==> config.mk <==
export PLATFORM = sky130hd
export DESIGN_NAME = cip_ctrl
export DESIGN_NICKNAME = d
export VERILOG_FILES = /design/src/hdl/cip_pkg.sv /design/src/hdl/cip_arb_if.sv /design/src/hdl/cip_arbiter.sv /design/src/hdl/cip_ctrl.sv
export SDC_FILE = /design/constraint.sdc
export NUM_CORES = 1
export LEC_CHECK = 0
export ABC_AREA = 1
export BUFFER_PORTS_ARGS = -buffer_cell sky130_fd_sc_hd__buf_2
export CAP_MARGIN = 25
export CORE_ASPECT_RATIO = 2
export CORE_UTILIZATION = 52
export CTS_CLUSTER_SIZE = 12
export DETAILED_ROUTE_END_ITERATION = 8
export PLACE_DENSITY_LB_ADDON = 0.15
export SETUP_SLACK_MARGIN = 0.4
export SYNTH_ARGS = -nofsm -noshare
export SYNTH_HDL_FRONTEND = slang
export SYNTH_SLANG_ARGS = --single-unit
==> constraint.sdc <==
create_clock -name CLK_SYS -period 3.32 [get_ports CLK_SYS]
set_input_delay 0.332 -clock CLK_SYS [delete_from_list [all_inputs] [get_ports CLK_SYS]]
set_output_delay 0.332 -clock CLK_SYS [all_outputs]
set_load 0.1 [all_outputs]
==> src/hdl/cip_pkg.sv <==
package cip_pkg;

    // ----------------------------------------------------------------
    // sizes
    // ----------------------------------------------------------------
    localparam int NUM_VEC = 32;
    localparam int VIDX_W = 5;
    localparam int VEC_W = 8;
    localparam int ADDR_W = 16;

    // ----------------------------------------------------------------
    // register indices (byte address = 4 * index)
    // ----------------------------------------------------------------
    localparam logic [7:0] IDX_CTRL = 8'h00;
    localparam logic [7:0] IDX_STATUS = 8'h01;
    localparam logic [7:0] IDX_LAST = 8'h02;
    localparam logic [7:0] IDX_L1 = 8'h03;
    localparam logic [7:0] IDX_COUNT = 8'h04;

    // ----------------------------------------------------------------
    // field positions and reset values
    // ----------------------------------------------------------------
    localparam int BIT_RR = 0;
    localparam int BIT_CVT = 5;
    localparam int BIT_VECTOR_PLACEMENT_SELECT = 6;
    localparam int BIT_L0EX = 0;
    localparam int BIT_L1EX = 1;
    localparam int BIT_NONMASKABLE_EXECUTING = 7;
    localparam logic [7:0] RST_CTRL = 8'h00;
    localparam logic [7:0] RST_LAST = 8'h00;
    localparam logic [7:0] RST_L1 = 8'h00;
    localparam logic [7:0] L1_NONE = 8'h00;

    // ----------------------------------------------------------------
    // vector layout
    // ----------------------------------------------------------------
    localparam logic [7:0] CVT_NMI = 8'h01;
    localparam logic [7:0] CVT_L1 = 8'h02;
    localparam logic [7:0] CVT_L0 = 8'h03;
    localparam logic [15:0] VEC_WORDS = 16'h0002;
    localparam logic [15:0] BOOT_START = 16'h0000;
    // which vectors are non-maskable; device dependent, fixed here
    localparam logic [NUM_VEC-1:0] NMI_MASK = 32'h0000_0002;
    // vector 0 is the reset vector and never requests
    localparam logic [NUM_VEC-1:0] RESET_VEC = 32'h0000_0001;

    // ----------------------------------------------------------------
    // bus encodings
    // ----------------------------------------------------------------
    localparam logic [1:0] HTRANS_NONSEQ = 2'b10;
    localparam logic HRESP_OKAY = 1'b0;

    // ----------------------------------------------------------------
    // types
    // ----------------------------------------------------------------
    typedef enum logic [2:0] {
        LV_L0 = 3'b001,
        LV_L1 = 3'b010,
        LV_NMI = 3'b100
    } cip_level_type;

    typedef enum logic [1:0] {
        BUS_IDLE = 2'b01,
        BUS_DATA = 2'b10
    } cip_bus_type;

endpackage

==> src/hdl/cip_arb_if.sv <==
`timescale 1ns/1ns
interface cip_arb_if;
    import cip_pkg::*;

    logic [NUM_VEC-1:0] pend;
    logic [VEC_W-1:0] last;
    logic rr_en;
    logic valid;
    logic [VEC_W-1:0] grant;

    modport ctrl (output pend, output last, output rr_en, input valid, input grant);
    modport arb (input pend, input last, input rr_en, output valid, output grant);
endinterface

==> src/hdl/cip_arbiter.sv <==
`timescale 1ns/1ns
module cip_arbiter (
    // ----------------------------------------------------------------
    // arbitration request and grant
    // ----------------------------------------------------------------
    cip_arb_if.arb arb
);
    import cip_pkg::*;

    logic [NUM_VEC-1:0] above;
    logic [NUM_VEC-1:0] upper;
    logic [NUM_VEC-1:0] sel;
    logic [NUM_VEC-1:0] onehot;

    // vectors strictly above the last acknowledged one
    genvar i;
    generate
        for (i = 0; i < NUM_VEC; i = i + 1) begin : g_above
            assign above[i] = (VEC_W'(i) > arb.last);
        end
    endgenerate

    // rotate start point
    assign upper = arb.pend & above;
    // last acknowledged goes to the back of the queue
    assign sel = (arb.rr_en && (|upper)) ? upper : arb.pend;
    // lowest set bit wins; fixed order when rotation is off
    assign onehot = sel & (~sel + NUM_VEC'(1));
    assign arb.valid = |arb.pend;

    // one-hot to vector number
    always_comb begin
        arb.grant = '0;
        for (int k = 0; k < NUM_VEC; k++) begin
            if (onehot[k]) begin
                arb.grant = arb.grant | VEC_W'(k);
            end
        end
    end
endmodule

==> src/hdl/cip_ctrl.sv <==
`timescale 1ns/1ns
// Summary of operation
// placement bit 0: vectors start at application region start
// placement bit 1: vectors start at boot region start
// boot region sits first; application start comes from the boot-end fuse
// placement and compact bits change only while protection unlock is open
// round-robin bit writable at any time
// compact bit selects three-entry table; cleared gives full table
// fixed mode: lowest pending normal-level vector wins
// round-robin mode: normal-level priority rotates
// acknowledged normal vector captured, becomes lowest priority next time
// reset: lowest vector first, last-acknowledged register is zero
// high-level select register names the one promoted vector
// select value zero disables the high level
// non-maskable executing flag set during handler, cleared on its return
// high-level executing flag holds through non-maskable preemption
// normal executing flag holds through any preemption
// compact table: non-maskable at 1, high at 2, normal at 3
// high level preempts a running normal-level handler
// non-maskable ignores global enable, never preempted, lowest vector first
// software unlocks protection then writes within four instructions
// return clears only the highest active executing flag
module cip_ctrl (
    // clock and reset
    input wire logic CLK_SYS,
    input wire logic RSTN,
    // register bus
    input wire logic HSEL,
    input wire logic [31:0] HADDR,
    input wire logic [1:0] HTRANS,
    input wire logic HWRITE,
    input wire logic [2:0] HSIZE,
    input wire logic [31:0] HWDATA,
    input wire logic HREADY,
    output logic [31:0] HRDATA,
    output logic HREADYOUT,
    output logic HRESP,
    // peripheral requests and system inputs
    input wire logic [cip_pkg::NUM_VEC-1:0] IRQ_LINES,
    input wire logic [7:0] BOOT_END_FUSE,
    input wire logic CCP_UNLOCK,
    // cpu core
    input wire logic CPU_GIE,
    input wire logic CPU_ACK,
    input wire logic CPU_RETURN_FROM_INTERRUPT,
    output logic IRQ_REQ,
    output cip_pkg::cip_level_type IRQ_LEVEL,
    output logic [cip_pkg::VEC_W-1:0] IRQ_VEC_NUM,
    output logic [cip_pkg::ADDR_W-1:0] IRQ_VEC_ADDR
);
    import cip_pkg::*;

    // ----------------------------------------------------------------
    // declarations
    // ----------------------------------------------------------------
    cip_arb_if arb_if ();
    cip_bus_type bus_r;
    logic [7:0] idx_r;
    logic hit_r;
    logic wr_r;
    logic [31:0] hrdata_r;
    logic hreadyout_r;
    logic rr_r, cvt_r, vector_placement_select_r;
    logic nonmaskable_executing_r, l1ex_r, l0ex_r;
    logic [7:0] last_r;
    logic [7:0] l1_r;
    logic req_r;
    cip_level_type lvl_r;
    cip_level_type lvl_nxt;
    logic [VEC_W-1:0] vec_r, vec_nxt;
    logic [ADDR_W-1:0] addr_r, addr_nxt;
    logic cand_nxt;
    logic wr_stb, wr_ctrl, wr_last, wr_l1;
    logic take;
    logic [7:0] rd_val;
    logic [NUM_VEC-1:0] nmi_pend, nmi_one, l1_mask;
    logic [VEC_W-1:0] nmi_vec;
    logic l1_line;
    logic [15:0] base;
    logic [7:0] slot;

    cip_arbiter u_arb (
        .arb(arb_if.arb)
    );

    // ----------------------------------------------------------------
    // bus slave: one wait state on every access so read data and
    // a write just before it can never race
    // ----------------------------------------------------------------
    always_ff @(posedge CLK_SYS or negedge RSTN) begin
        if (!RSTN) begin
            bus_r <= BUS_IDLE;
            idx_r <= 8'h00;
            hit_r <= 1'b0;
            wr_r <= 1'b0;
            hreadyout_r <= 1'b1;
        end else begin
            case (bus_r)
                BUS_IDLE: begin
                    if (HSEL && HREADY && HTRANS[1]) begin
                        bus_r <= BUS_DATA;
                        idx_r <= HADDR[9:2];
                        hit_r <= (HADDR[31:10] == 22'h0) && (HADDR[9:2] < IDX_COUNT);
                        wr_r <= HWRITE;
                        hreadyout_r <= 1'b0;
                    end
                end
                BUS_DATA: begin
                    bus_r <= BUS_IDLE;
                    hreadyout_r <= 1'b1;
                end
                default: begin
                    bus_r <= BUS_IDLE;
                    hreadyout_r <= 1'b1;
                end
            endcase
        end
    end

    // read mux; unmapped and reserved bits read zero
    always_comb begin
        if (!hit_r) begin
            rd_val = 8'h00;
        end else if (idx_r == IDX_CTRL) begin
            rd_val = {1'b0, vector_placement_select_r, cvt_r, 4'h0, rr_r};
        end else if (idx_r == IDX_STATUS) begin
            rd_val = {nonmaskable_executing_r, 5'h00, l1ex_r, l0ex_r};
        end else if (idx_r == IDX_LAST) begin
            rd_val = last_r;
        end else if (idx_r == IDX_L1) begin
            rd_val = l1_r;
        end else begin
            rd_val = 8'h00;
        end
    end

    // read data is loaded in the wait cycle
    always_ff @(posedge CLK_SYS or negedge RSTN) begin
        if (!RSTN) begin
            hrdata_r <= 32'h0;
        end else if (bus_r == BUS_DATA && !wr_r) begin
            hrdata_r <= {24'h0, rd_val};
        end
    end

    assign wr_stb = (bus_r == BUS_DATA) && wr_r && hit_r;
    assign wr_ctrl = wr_stb && (idx_r == IDX_CTRL);
    assign wr_last = wr_stb && (idx_r == IDX_LAST);
    assign wr_l1 = wr_stb && (idx_r == IDX_L1);

    // ----------------------------------------------------------------
    // configuration registers
    // ----------------------------------------------------------------
    always_ff @(posedge CLK_SYS or negedge RSTN) begin
        if (!RSTN) begin
            rr_r <= RST_CTRL[BIT_RR];
            cvt_r <= RST_CTRL[BIT_CVT];
            vector_placement_select_r <= RST_CTRL[BIT_VECTOR_PLACEMENT_SELECT];
        end else if (wr_ctrl) begin
            // open bit
            rr_r <= HWDATA[BIT_RR];
            // protected bits
            if (CCP_UNLOCK) begin
                cvt_r <= HWDATA[BIT_CVT];
                vector_placement_select_r <= HWDATA[BIT_VECTOR_PLACEMENT_SELECT];
            end
        end
    end

    // promoted vector select
    always_ff @(posedge CLK_SYS or negedge RSTN) begin
        if (!RSTN) begin
            l1_r <= RST_L1;
        end else if (wr_l1) begin
            l1_r <= HWDATA[7:0];
        end
    end

    // capture acknowledged normal vector in round-robin mode, zero after reset; hardware beats a software write
    always_ff @(posedge CLK_SYS or negedge RSTN) begin
        if (!RSTN) begin
            last_r <= RST_LAST;
        end else if (take && lvl_r == LV_L0 && rr_r) begin
            last_r <= vec_r;
        end else if (wr_last) begin
            last_r <= HWDATA[7:0];
        end
    end

    // ----------------------------------------------------------------
    // executing flags
    // ----------------------------------------------------------------
    assign take = CPU_ACK && req_r;

    always_ff @(posedge CLK_SYS or negedge RSTN) begin
        if (!RSTN) begin
            nonmaskable_executing_r <= 1'b0;
            l1ex_r <= 1'b0;
            l0ex_r <= 1'b0;
        end else begin
            // only the top active level is retired
            if (CPU_RETURN_FROM_INTERRUPT) begin
                if (nonmaskable_executing_r) begin
                    nonmaskable_executing_r <= 1'b0;
                end else if (l1ex_r) begin
                    l1ex_r <= 1'b0;
                end else begin
                    l0ex_r <= 1'b0;
                end
            end
            // set on entry, kept through preemption; placed last so a set beats a clear
            if (take) begin
                case (lvl_r)
                    LV_NMI: nonmaskable_executing_r <= 1'b1;
                    LV_L1: l1ex_r <= 1'b1;
                    default: l0ex_r <= 1'b1;
                endcase
            end
        end
    end

    // ----------------------------------------------------------------
    // candidate selection
    // ----------------------------------------------------------------
    assign nmi_pend = IRQ_LINES & NMI_MASK & ~RESET_VEC;
    assign nmi_one = nmi_pend & (~nmi_pend + NUM_VEC'(1));
    // zero or out-of-range select promotes nothing
    assign l1_line = (l1_r != L1_NONE) && (l1_r < VEC_W'(NUM_VEC)) && IRQ_LINES[l1_r[VIDX_W-1:0]]
        && !NMI_MASK[l1_r[VIDX_W-1:0]];
    assign l1_mask = (l1_r != L1_NONE && l1_r < VEC_W'(NUM_VEC)) ? (NUM_VEC'(1) << l1_r[VIDX_W-1:0]) : '0;
    assign arb_if.pend = IRQ_LINES & ~NMI_MASK & ~l1_mask & ~RESET_VEC;
    assign arb_if.last = last_r;
    assign arb_if.rr_en = rr_r;
    // application region begins right after the boot region
    assign base = vector_placement_select_r ? BOOT_START : {BOOT_END_FUSE, 8'h00};

    // static order among non-maskable lines
    always_comb begin
        nmi_vec = '0;
        for (int k = 0; k < NUM_VEC; k++) begin
            if (nmi_one[k]) begin
                nmi_vec = nmi_vec | VEC_W'(k);
            end
        end
    end

    always_comb begin
        cand_nxt = 1'b0;
        lvl_nxt = LV_L0;
        vec_nxt = arb_if.grant;
        slot = cvt_r ? CVT_L0 : arb_if.grant;
        // no enable needed, nothing enters while a handler of this tier runs
        if ((|nmi_pend) && !nonmaskable_executing_r) begin
            cand_nxt = 1'b1;
            lvl_nxt = LV_NMI;
            vec_nxt = nmi_vec;
            slot = cvt_r ? CVT_NMI : nmi_vec;
        // high level may enter over a running normal handler
        end else if (CPU_GIE && l1_line && !l1ex_r && !nonmaskable_executing_r) begin
            cand_nxt = 1'b1;
            lvl_nxt = LV_L1;
            vec_nxt = l1_r;
            slot = cvt_r ? CVT_L1 : l1_r;
        end else if (CPU_GIE && arb_if.valid && !l0ex_r && !l1ex_r && !nonmaskable_executing_r) begin
            cand_nxt = 1'b1;
        end
        // compact slot or full per-vector slot
        addr_nxt = base + 16'(slot * VEC_WORDS);
    end

    // ----------------------------------------------------------------
    // request to the core, dropped on the acknowledge edge
    // ----------------------------------------------------------------
    always_ff @(posedge CLK_SYS or negedge RSTN) begin
        if (!RSTN) begin
            req_r <= 1'b0;
            lvl_r <= LV_L0;
            vec_r <= '0;
            addr_r <= '0;
        end else begin
            req_r <= cand_nxt && !take;
            lvl_r <= lvl_nxt;
            vec_r <= vec_nxt;
            // base follows the placement bit
            addr_r <= addr_nxt;
        end
    end

    assign HRDATA = hrdata_r;
    assign HREADYOUT = hreadyout_r;
    assign HRESP = HRESP_OKAY;
    assign IRQ_REQ = req_r;
    assign IRQ_LEVEL = lvl_r;
    assign IRQ_VEC_NUM = vec_r;
    assign IRQ_VEC_ADDR = addr_r;
endmodule

==> results.py, run 1 <==
metrics = {
    "yosys": {
        "synth.cell_area_um2": 5570,
        "synth-edff-count": 0,
        "syn_avg_cell_area_um2": 6.24,
        "synthTopCellsByCount": "nand2_1 (268), nor2_1 (139), inv_1 (102)",
        "async_reset_ff_share_pct": 100,
        "synth_flop_cell": "dfrtp_1",
        "ys_top_cells_by_area": "dfrtp_1 (30%), nand2_1 (18%), nor2_1 (9.4%)",
        "ys_ff_latch": 69,
        "synth_cells": 892,
        "yosysTopAreaCellShare_pct": 30.1,
        "yosysWarnings": 0,
        "post_synth_num_cell_types": 50,
        "synth_most_common_cell": "nand2_1",
        "yosys.area.top_type": "dfrtp_1",
        "ys_seq_area_share_pct": 31.1,
    },
    "clocking": {
        "clkSinkCount": 69,
        "clockBufferDepth": 2,
        "root_buffer": "clkbuf_16",
        "cts_inserted_buffers": 9,
        "h-tree-depth": 3,
    },
    "placement": {
        "gp_congestion": 1.07,
        "dp_hpwl_um": 19600,
        "dpl_cell_area_um2": 7510,
        "port_buffers": 123,
        "dp_slack_ns": -0.280,
    },
    "floorplanning": {
        "ios": 180,
        "start_util_pct": 53.1,
        "die_h_um": 148,
        "rows": 53,
        "die_w_um": 75.2,
    },
    "global_routing": {
        "grt_pass1_vias": 9020,
        "track_usage_pct": 66.3,
        "grt_overflow_total": 2,
        "grt_pass1_wl_um": 53300,
        "grt_max_degree": 37,
    },
    "run_status": {
        "stop_error": "[ERROR GRT-0116] Global routing finished with congestion. Check the congestion regions in the DRC Viewer.",
        "lastStage": "global routing",
        "status": "did not finish",
    },
}
metrics by stage:
| stage | TNS [ns] | instances |
|---|---|---|
| after floorplan | 0 | 923 |
| after global placement | -1.63 | 1317 |
| after detailed placement | -2.34 | 1317 |
| after CTS | -0.0292 | 1377 |
kinds of logic after synthesis:
group | share of synthesized area, %
AND/OR/NAND/NOR | 42.7
buffers and inverters | 12.6
AO/OA/AOI/OAI | 12.0
flip-flops | 31.1
XOR/XNOR | 0.944
adder cells (fa/ha/maj) | 0.450
other | 0.0674
multiplexers | 0.202
metal layers:
metal,GRT usage (%),overflow
met4,63.4,1
met2,86.7,1
met5,3.54,0
met3,46.9,0
met1,65.9,0
repair_timing:
action,CTS
endpoints found under the setup margin,10
hold buffers,0
pin swaps,78
resized for setup,210
gates cloned,4
hold endpoints to repair,0
buffers inserted,40
==> run 2, diff against run 1 <==
--- a/config.mk
+++ b/config.mk
@@ -8,12 +8,9 @@
 export ABC_AREA = 1
 export BUFFER_PORTS_ARGS = -buffer_cell sky130_fd_sc_hd__buf_2
 export CAP_MARGIN = 25
-export CORE_ASPECT_RATIO = 2
-export CORE_UTILIZATION = 52
-export CTS_CLUSTER_SIZE = 12
+export CORE_UTILIZATION = 40
 export DETAILED_ROUTE_END_ITERATION = 8
 export PLACE_DENSITY_LB_ADDON = 0.15
-export SETUP_SLACK_MARGIN = 0.4
 export SYNTH_ARGS = -nofsm -noshare
 export SYNTH_HDL_FRONTEND = slang
 export SYNTH_SLANG_ARGS = --single-unit
==> run 2 against run 1 <==
Compared with the run above:
- the flow now finishes, with violations (negative setup slack)
- synthesized cell count is the same
- area after synthesis stayed put
==> results.py, run 2 <==
metrics = {
    "yosys": {
        "yosysTopAreaCellShare_pct": 30.1,
        "ys_seq_area_share_pct": 31.1,
        "synth.cell_area_um2": 5570,
        "synth_flop_cell": "dfrtp_1",
        "synth_cells": 892,
        "yosys.area.top_type": "dfrtp_1",
        "syn_avg_cell_area_um2": 6.24,
        "ys_ff_latch": 69,
        "yosysWarnings": 0,
        "synth-edff-count": 0,
        "synthTopCellsByCount": "nand2_1 (268), nor2_1 (139), inv_1 (102)",
        "ys_top_cells_by_area": "dfrtp_1 (30%), nand2_1 (18%), nor2_1 (9.4%)",
        "async_reset_ff_share_pct": 100,
        "post_synth_num_cell_types": 50,
        "synth_most_common_cell": "nand2_1",
    },
    "sta": {
        "finalCriticalPeriod_ns": 3.40,
        "clock_skew_ns": 0.00671,
        "setup_tns_ns": -0.366,
        "worst_hold_slack_ns": 0.106,
        "worst_slack_ns": -0.0760,
        "slew-limit-headroom_pct": 42.9,
        "worst_slew_pin_slew_ns": 0.857,
        "drv_slew": 0,
        "min_period_over_period_pct": 102,
        "finalHoldViolCount": 0,
        "rsz0062_at_grt": "yes",
        "setup_viol": 10,
        "clock.fmax_ghz": 0.294,
    },
    "layout": {
        "final_common_cell": "nand2_1",
        "drive_gt1_share_pct": 38.8,
        "n_antenna_cell": 0,
        "post-route-util_pct": 63.4,
        "final_cell_mix": "nand2_1 (226), buf_4 (166), buf_2 (123)",
        "final_nets": 1310,
        "final_area_um2": 8500,
        "area_growth_pct": 52.7,
        "largest_register_ffs": 15,
        "fin_cells": 1371,
        "num-fill-cells": 1264,
    },
    "pwr": {
        "power_frac_seq_pct": 19.1,
        "comb_power_share_pct": 60.5,
        "p_per_area_nw_per_um2": 645,
        "fin_total_pwr_mw": 5.48,
        "p_switching_mw": 2.51,
        "p_leak_nw": 4.52,
        "swShare_pct": 45.8,
        "vdd_drop_max_v": 0.000741,
        "clock_power_share_pct": 20.4,
        "power.internal_mw": 2.97,
    },
    "placement": {
        "dpl_cell_area_um2": 7470,
        "gp_congestion": 0.952,
        "post-place-cells": 1342,
        "dp_hpwl_um": 16500,
        "port_buffers": 123,
        "dp_slack_ns": -0.128,
    },
    "clocking": {
        "cts_hold_buf": 0,
        "h-tree-depth": 3,
        "insertion_delay_ns": 0.34,
        "clockBufferDepth": 2,
        "clkSinkCount": 69,
        "root_buffer": "clkbuf_16",
        "clk_pin_slew_ns": 0.06,
        "cts_inserted_buffers": 9,
        "cts_tree": "done",
    },
    "floorplanning": {
        "start_util_pct": 41.5,
        "die_w_um": 120,
        "ios": 180,
        "rows": 42,
        "die_h_um": 120,
        "fp.dieArea_um2": 14400,
        "coreArea_um2": 13400,
    },
    "worst_hold_path": {
        "holdCritPathClass": "primary input to asynchronous set/reset pin",
    },
    "global_routing": {
        "antenna_found_initial": 0,
        "grt_pass1_vias": 6611,
        "grt_overflow_total": 0,
        "grt_pass1_wl_um": 32400,
        "track_usage_pct": 28.8,
        "grt_max_degree": 38,
    },
    "detailed_routing": {
        "drcViolationCount": 0,
        "first_iter_violations": 635,
        "finalWirelength_um": 20900,
        "drt_first_pass_iters": 5,
        "wl_per_cell_um": 15.3,
        "post_drt_via_cell_ratio": 5.15,
        "num_vias": 7058,
        "drt.antenna.violating_nets": 0,
    },
    "critical_path": {
        "crit_start": "l1_r[0]",
        "cp_max_fo": 8,
        "r2r_cells": 26,
        "start_kind": "flop",
        "endpoint_kind": "flop",
        "required_ns": 3.55,
        "critical_path_class": "flop to flop",
        "critPathMaxStageDelay_ns": 0.49,
        "worstPathArrival_ns": 3.62,
        "slowest_stage": "dfrtp_2",
        "r2r_start": "l1_r[0]",
    },
    "run": {
        "cap_viol_max_count": 0,
    },
    "run_status": {
        "violations": "negative setup slack",
        "status": "finished, violations left",
    },
}
run 2: cell counts after synthesis:
No cell type changed its count.
run 2: layout make-up:
type	count	area (um2)	share of cell area, %
inverter	110	422	4.96
multi-input combinational	702	3760	44.2
sequential	69	1740	20.4
clock inverter	6	110	1.30
tap	176	220	2.59
timing repair buffer	298	2010	23.7
clock buffer	10	239	2.81
run 2: final timing paths:
check	to	slack, ns
setup / recovery	IRQ_VEC_ADDR[2]	-0.08
setup reg to reg	IRQ_VEC_ADDR[2]	-0.08
hold reg to reg	idx_r[3]	0.47
hold / removal	IRQ_VEC_ADDR[6]	0.11
max in group asynchronous	IRQ_LEVEL[0]	2.47
min in group CLK_SYS	nonmaskable_executing_r	0.18
run 2: logic make-up after synthesis:
| kind of cell | Yosys count | synth area share (%) |
|---|---|---|
| adder cells (fa/ha/maj) | 2 | 0.450 |
| buffers and inverters | 152 | 12.6 |
| flip-flops | 69 | 31.1 |
| multiplexers | 1 | 0.202 |
| XOR/XNOR | 6 | 0.944 |
| AO/OA/AOI/OAI | 108 | 12.0 |
| other | 1 | 0.0674 |
| AND/OR/NAND/NOR | 553 | 42.7 |
run 2: repair_timing:
item | CTS | global route
cloned | 0 | 3
buffers inserted | 2 | 8
resized for setup | 26 | 137
endpoints found under the setup margin | 10 | 10
pin swaps | 0 | 46
run 2: worst max-delay path: cells and delay by family (launching register included):
family | cells | cell delay [ns]
DFF | 1 | 0.49
and+or+nand+nor | 22 | 2.38
buffers and inverters | 4 | 0.41
run 2: power by group through the flow:
stage / registers (mW) / clock network (mW) / logic (mW)
2_1_floorplan: 1.40 / 0 / 1.37
3_3_place_gp: 1.06 / 0 / 2.79
3_5_place_dp: 1.06 / 0 / 2.80
4_1_cts: 1.05 / 1.13 / 2.83
5_1_grt: 1.06 / 1.16 / 3.58
6_report: 1.05 / 1.12 / 3.32
run 2: routing by layer:
metal,part of all wire [%],vias to the layer above,global-route usage [%]
met5,0,-,0
li1,-,3458,-
met4,2.0,0,8.83
met3,7.0,31,4.09
met2,48,270,49.5
met1,43,3299,37.2
No activity file was read; power rests on OpenSTA's default activity.
==> run 3, diff against run 2 <==
--- a/config.mk
+++ b/config.mk
@@ -11,6 +11,7 @@
 export CORE_UTILIZATION = 40
 export DETAILED_ROUTE_END_ITERATION = 8
 export PLACE_DENSITY_LB_ADDON = 0.15
+export SETUP_SLACK_MARGIN = 0.3
 export SYNTH_ARGS = -nofsm -noshare
 export SYNTH_HDL_FRONTEND = slang
 export SYNTH_SLANG_ARGS = --single-unit
==> run 3 against run 2 <==
Compared with the run above:
- utilization rose by 1.3 points
- the flow still finishes with violations (negative setup slack)
- fmax rose by 0.87%
- worst setup slack improved by 0.029 ns
- via count rose by 1.3%
- largest cell class unchanged
- register-to-register slack improved by 0.03 ns
- clock power barely moved
- count of clock-buffer cells in the layout did not move
- critical path type unchanged
==> results.py, run 3 (synthesis results as in run 2) <==
metrics = {
    "pwr": {
        "comb_power_share_pct": 61.8,
        "p_per_area_nw_per_um2": 654,
        "p_leak_nw": 4.63,
        "power.internal_mw": 3.08,
        "p_switching_mw": 2.60,
        "swShare_pct": 45.8,
        "clock_power_share_pct": 19.7,
        "power_frac_seq_pct": 18.5,
        "vdd_drop_max_v": 0.000742,
    },
    "critical_path": {
        "crit_start": "l1_r[1]",
        "cp.depth": 25,
        "cp_top_family": "simple AND/OR/NAND/NOR gates",
        "endpoint": "IRQ_VEC_ADDR[2]",
        "critical_path_class": "flop to flop",
        "crit_buf_inv": 3,
        "required_ns": 3.55,
        "start_kind": "flop",
        "endpoint_kind": "flop",
        "critPathMaxStageDelay_ns": 0.46,
        "worstPathArrival_ns": 3.59,
        "r2r_setup_slack_ns": -0.05,
        "r2r_cells": 25,
        "slowest_stage": "dfrtp_2",
        "cpMostUsedCell": "nand2_2",
        "r2r_start": "l1_r[1]",
        "cp_max_fo": 8,
        "timing.rr.end": "IRQ_VEC_ADDR[2]",
    },
    "clocking": {
        "h-tree-depth": 3,
        "clockBufferDepth": 2,
        "root_buffer": "clkbuf_16",
        "cts_inserted_buffers": 9,
        "cts_tree": "done",
        "clkSinkCount": 69,
        "clk_pin_slew_ns": 0.06,
        "insertion_delay_ns": 0.34,
    },
    "layout": {
        "num-fill-cells": 1238,
        "final_common_cell": "nand2_1",
        "post-route-util_pct": 64.8,
        "final_cell_mix": "nand2_1 (214), buf_4 (172), buf_2 (123)",
        "largest_register_ffs": 15,
        "final_area_um2": 8680,
        "seqCellArea_um2": 1740,
        "area_growth_pct": 56.0,
        "drive_gt1_share_pct": 41.3,
        "final_nets": 1320,
        "multi_input_area_um2": 3860,
        "n_antenna_cell": 0,
    },
    "global_routing": {
        "grt_max_degree": 38,
        "grt_pass1_vias": 6775,
        "track_usage_pct": 29.5,
        "grt_pass1_wl_um": 33200,
        "grt_overflow_total": 0,
        "antenna_found_initial": 0,
    },
    "placement": {
        "gp_congestion": 0.952,
        "dp_hpwl_um": 16500,
        "port_buffers": 123,
        "dpl_cell_area_um2": 7470,
        "dp_slack_ns": -0.128,
    },
    "floorplanning": {
        "coreArea_um2": 13400,
        "start_util_pct": 41.5,
        "ios": 180,
        "rows": 42,
        "die_h_um": 120,
        "die_w_um": 120,
        "fp.dieArea_um2": 14400,
    },
    "sta": {
        "slew-limit-headroom_pct": 43.4,
        "clock.fmax_ghz": 0.297,
        "clock_skew_ns": 0.00540,
        "worst_slack_ns": -0.0467,
        "rsz0062_at_grt": "yes",
        "min_period_over_period_pct": 101,
        "setup_viol": 6,
        "drv_slew": 0,
        "setup_tns_ns": -0.127,
        "worst_hold_slack_ns": 0.101,
        "finalHoldViolCount": 0,
        "worst_slew_pin_slew_ns": 0.849,
        "finalCriticalPeriod_ns": 3.37,
    },
    "detailed_routing": {
        "finalWirelength_um": 21100,
        "drt_first_pass_iters": 5,
        "drcViolationCount": 0,
        "post_drt_via_cell_ratio": 5.18,
        "wl_per_cell_um": 15.3,
        "first_iter_violations": 551,
        "num_vias": 7151,
        "drt.antenna.violating_nets": 0,
    },
    "run_status": {
        "violations": "negative setup slack",
        "status": "finished, violations left",
    },
    "run": {
        "cap_viol_max_count": 0,
    },
    "worst_hold_path": {
        "holdCritPathClass": "primary input to asynchronous set/reset pin",
    },
}
[run 3: changes by cell type in the layout (fill, tap and decap cells not counted), sizes merged]
cell and change:
buf +12, clkbuf -2
[run 3: worst min path at each step]
stage          startpoint               to  slack (ns)  cells past startpoint
3_3_place_gp     idx_r[3]         idx_r[3]        0.46                      2
3_5_place_dp     idx_r[3]         idx_r[3]        0.46                      2
6_report             RSTN  IRQ_VEC_ADDR[6]        0.10                      1
4_1_cts              RSTN  IRQ_VEC_ADDR[8]        0.13                      1
5_1_grt              RSTN  IRQ_VEC_ADDR[6]        0.17                      1
2_1_floorplan        RSTN        HRDATA[0]        0.04                      0
[run 3: timing repair]
item	in CTS	in global routing
buffers inserted	10	11
resized for setup	84	113
hold buffers	0	0
pin swaps	10	68
endpoints found under the setup margin	10	11
hold endpoints to repair	0	0
gates cloned	1	1
[run 3: metal layers]
layer / vias to the layer above / track usage [%] / share of wire, %
met5: - / 0 / 0
met4: 0 / 10.9 / 2.7
met3: 41 / 5.42 / 7.2
met2: 304 / 50.0 / 48
met1: 3340 / 37.3 / 42
li1: 3466 / - / -
[run 3: power by group through the flow]
stage	registers (mW)	clock network, mW	logic (mW)
3_3_place_gp	1.06	0	2.79
6_report	1.05	1.12	3.51
5_1_grt	1.06	1.16	3.76
2_1_floorplan	1.40	0	1.37
3_5_place_dp	1.06	0	2.80
4_1_cts	1.05	1.13	3.00
[run 3: area by class of cell]
cell class,count,share of cell area [%]
clock buffer,10,2.75
clock inverter,6,1.27
inverter,110,4.83
multi-input combinational,702,44.4
sequential,69,20.0
tap,176,2.54
timing repair buffer,308,24.2
[run 3: through the flow]
step / power [mW] / cells
final: 5.67 / 1381
after global routing: 5.99 / 1381
after CTS: 5.17 / 1369
after detailed placement: 3.86 / 1342
after global placement: 3.85 / 1342
after floorplan: 2.77 / 923
[run 3: worst register-to-register path, stage by stage, from the launching register on]
cell,delay (ns)
dfrtp_2,0.46
inv_2,0.14
nand2_2,0.15
nor2_4,0.19
nand4_1,0.16
nand3_1,0.15
nand2_1,0.06
nor2_1,0.09
nand2_1,0.08
nor2_1,0.13
nand2_1,0.12
nand2_4,0.16
buf_16,0.16
nand2_2,0.05
nand2_2,0.08
nor2_2,0.05
nand2_4,0.11
inv_2,0.07
nand2_2,0.06
nand3_2,0.06
nor3b_2,0.23
nand3b_1,0.11
nor2_1,0.14
nand2_1,0.11
nand2_2,0.10
nand2_2,0.06
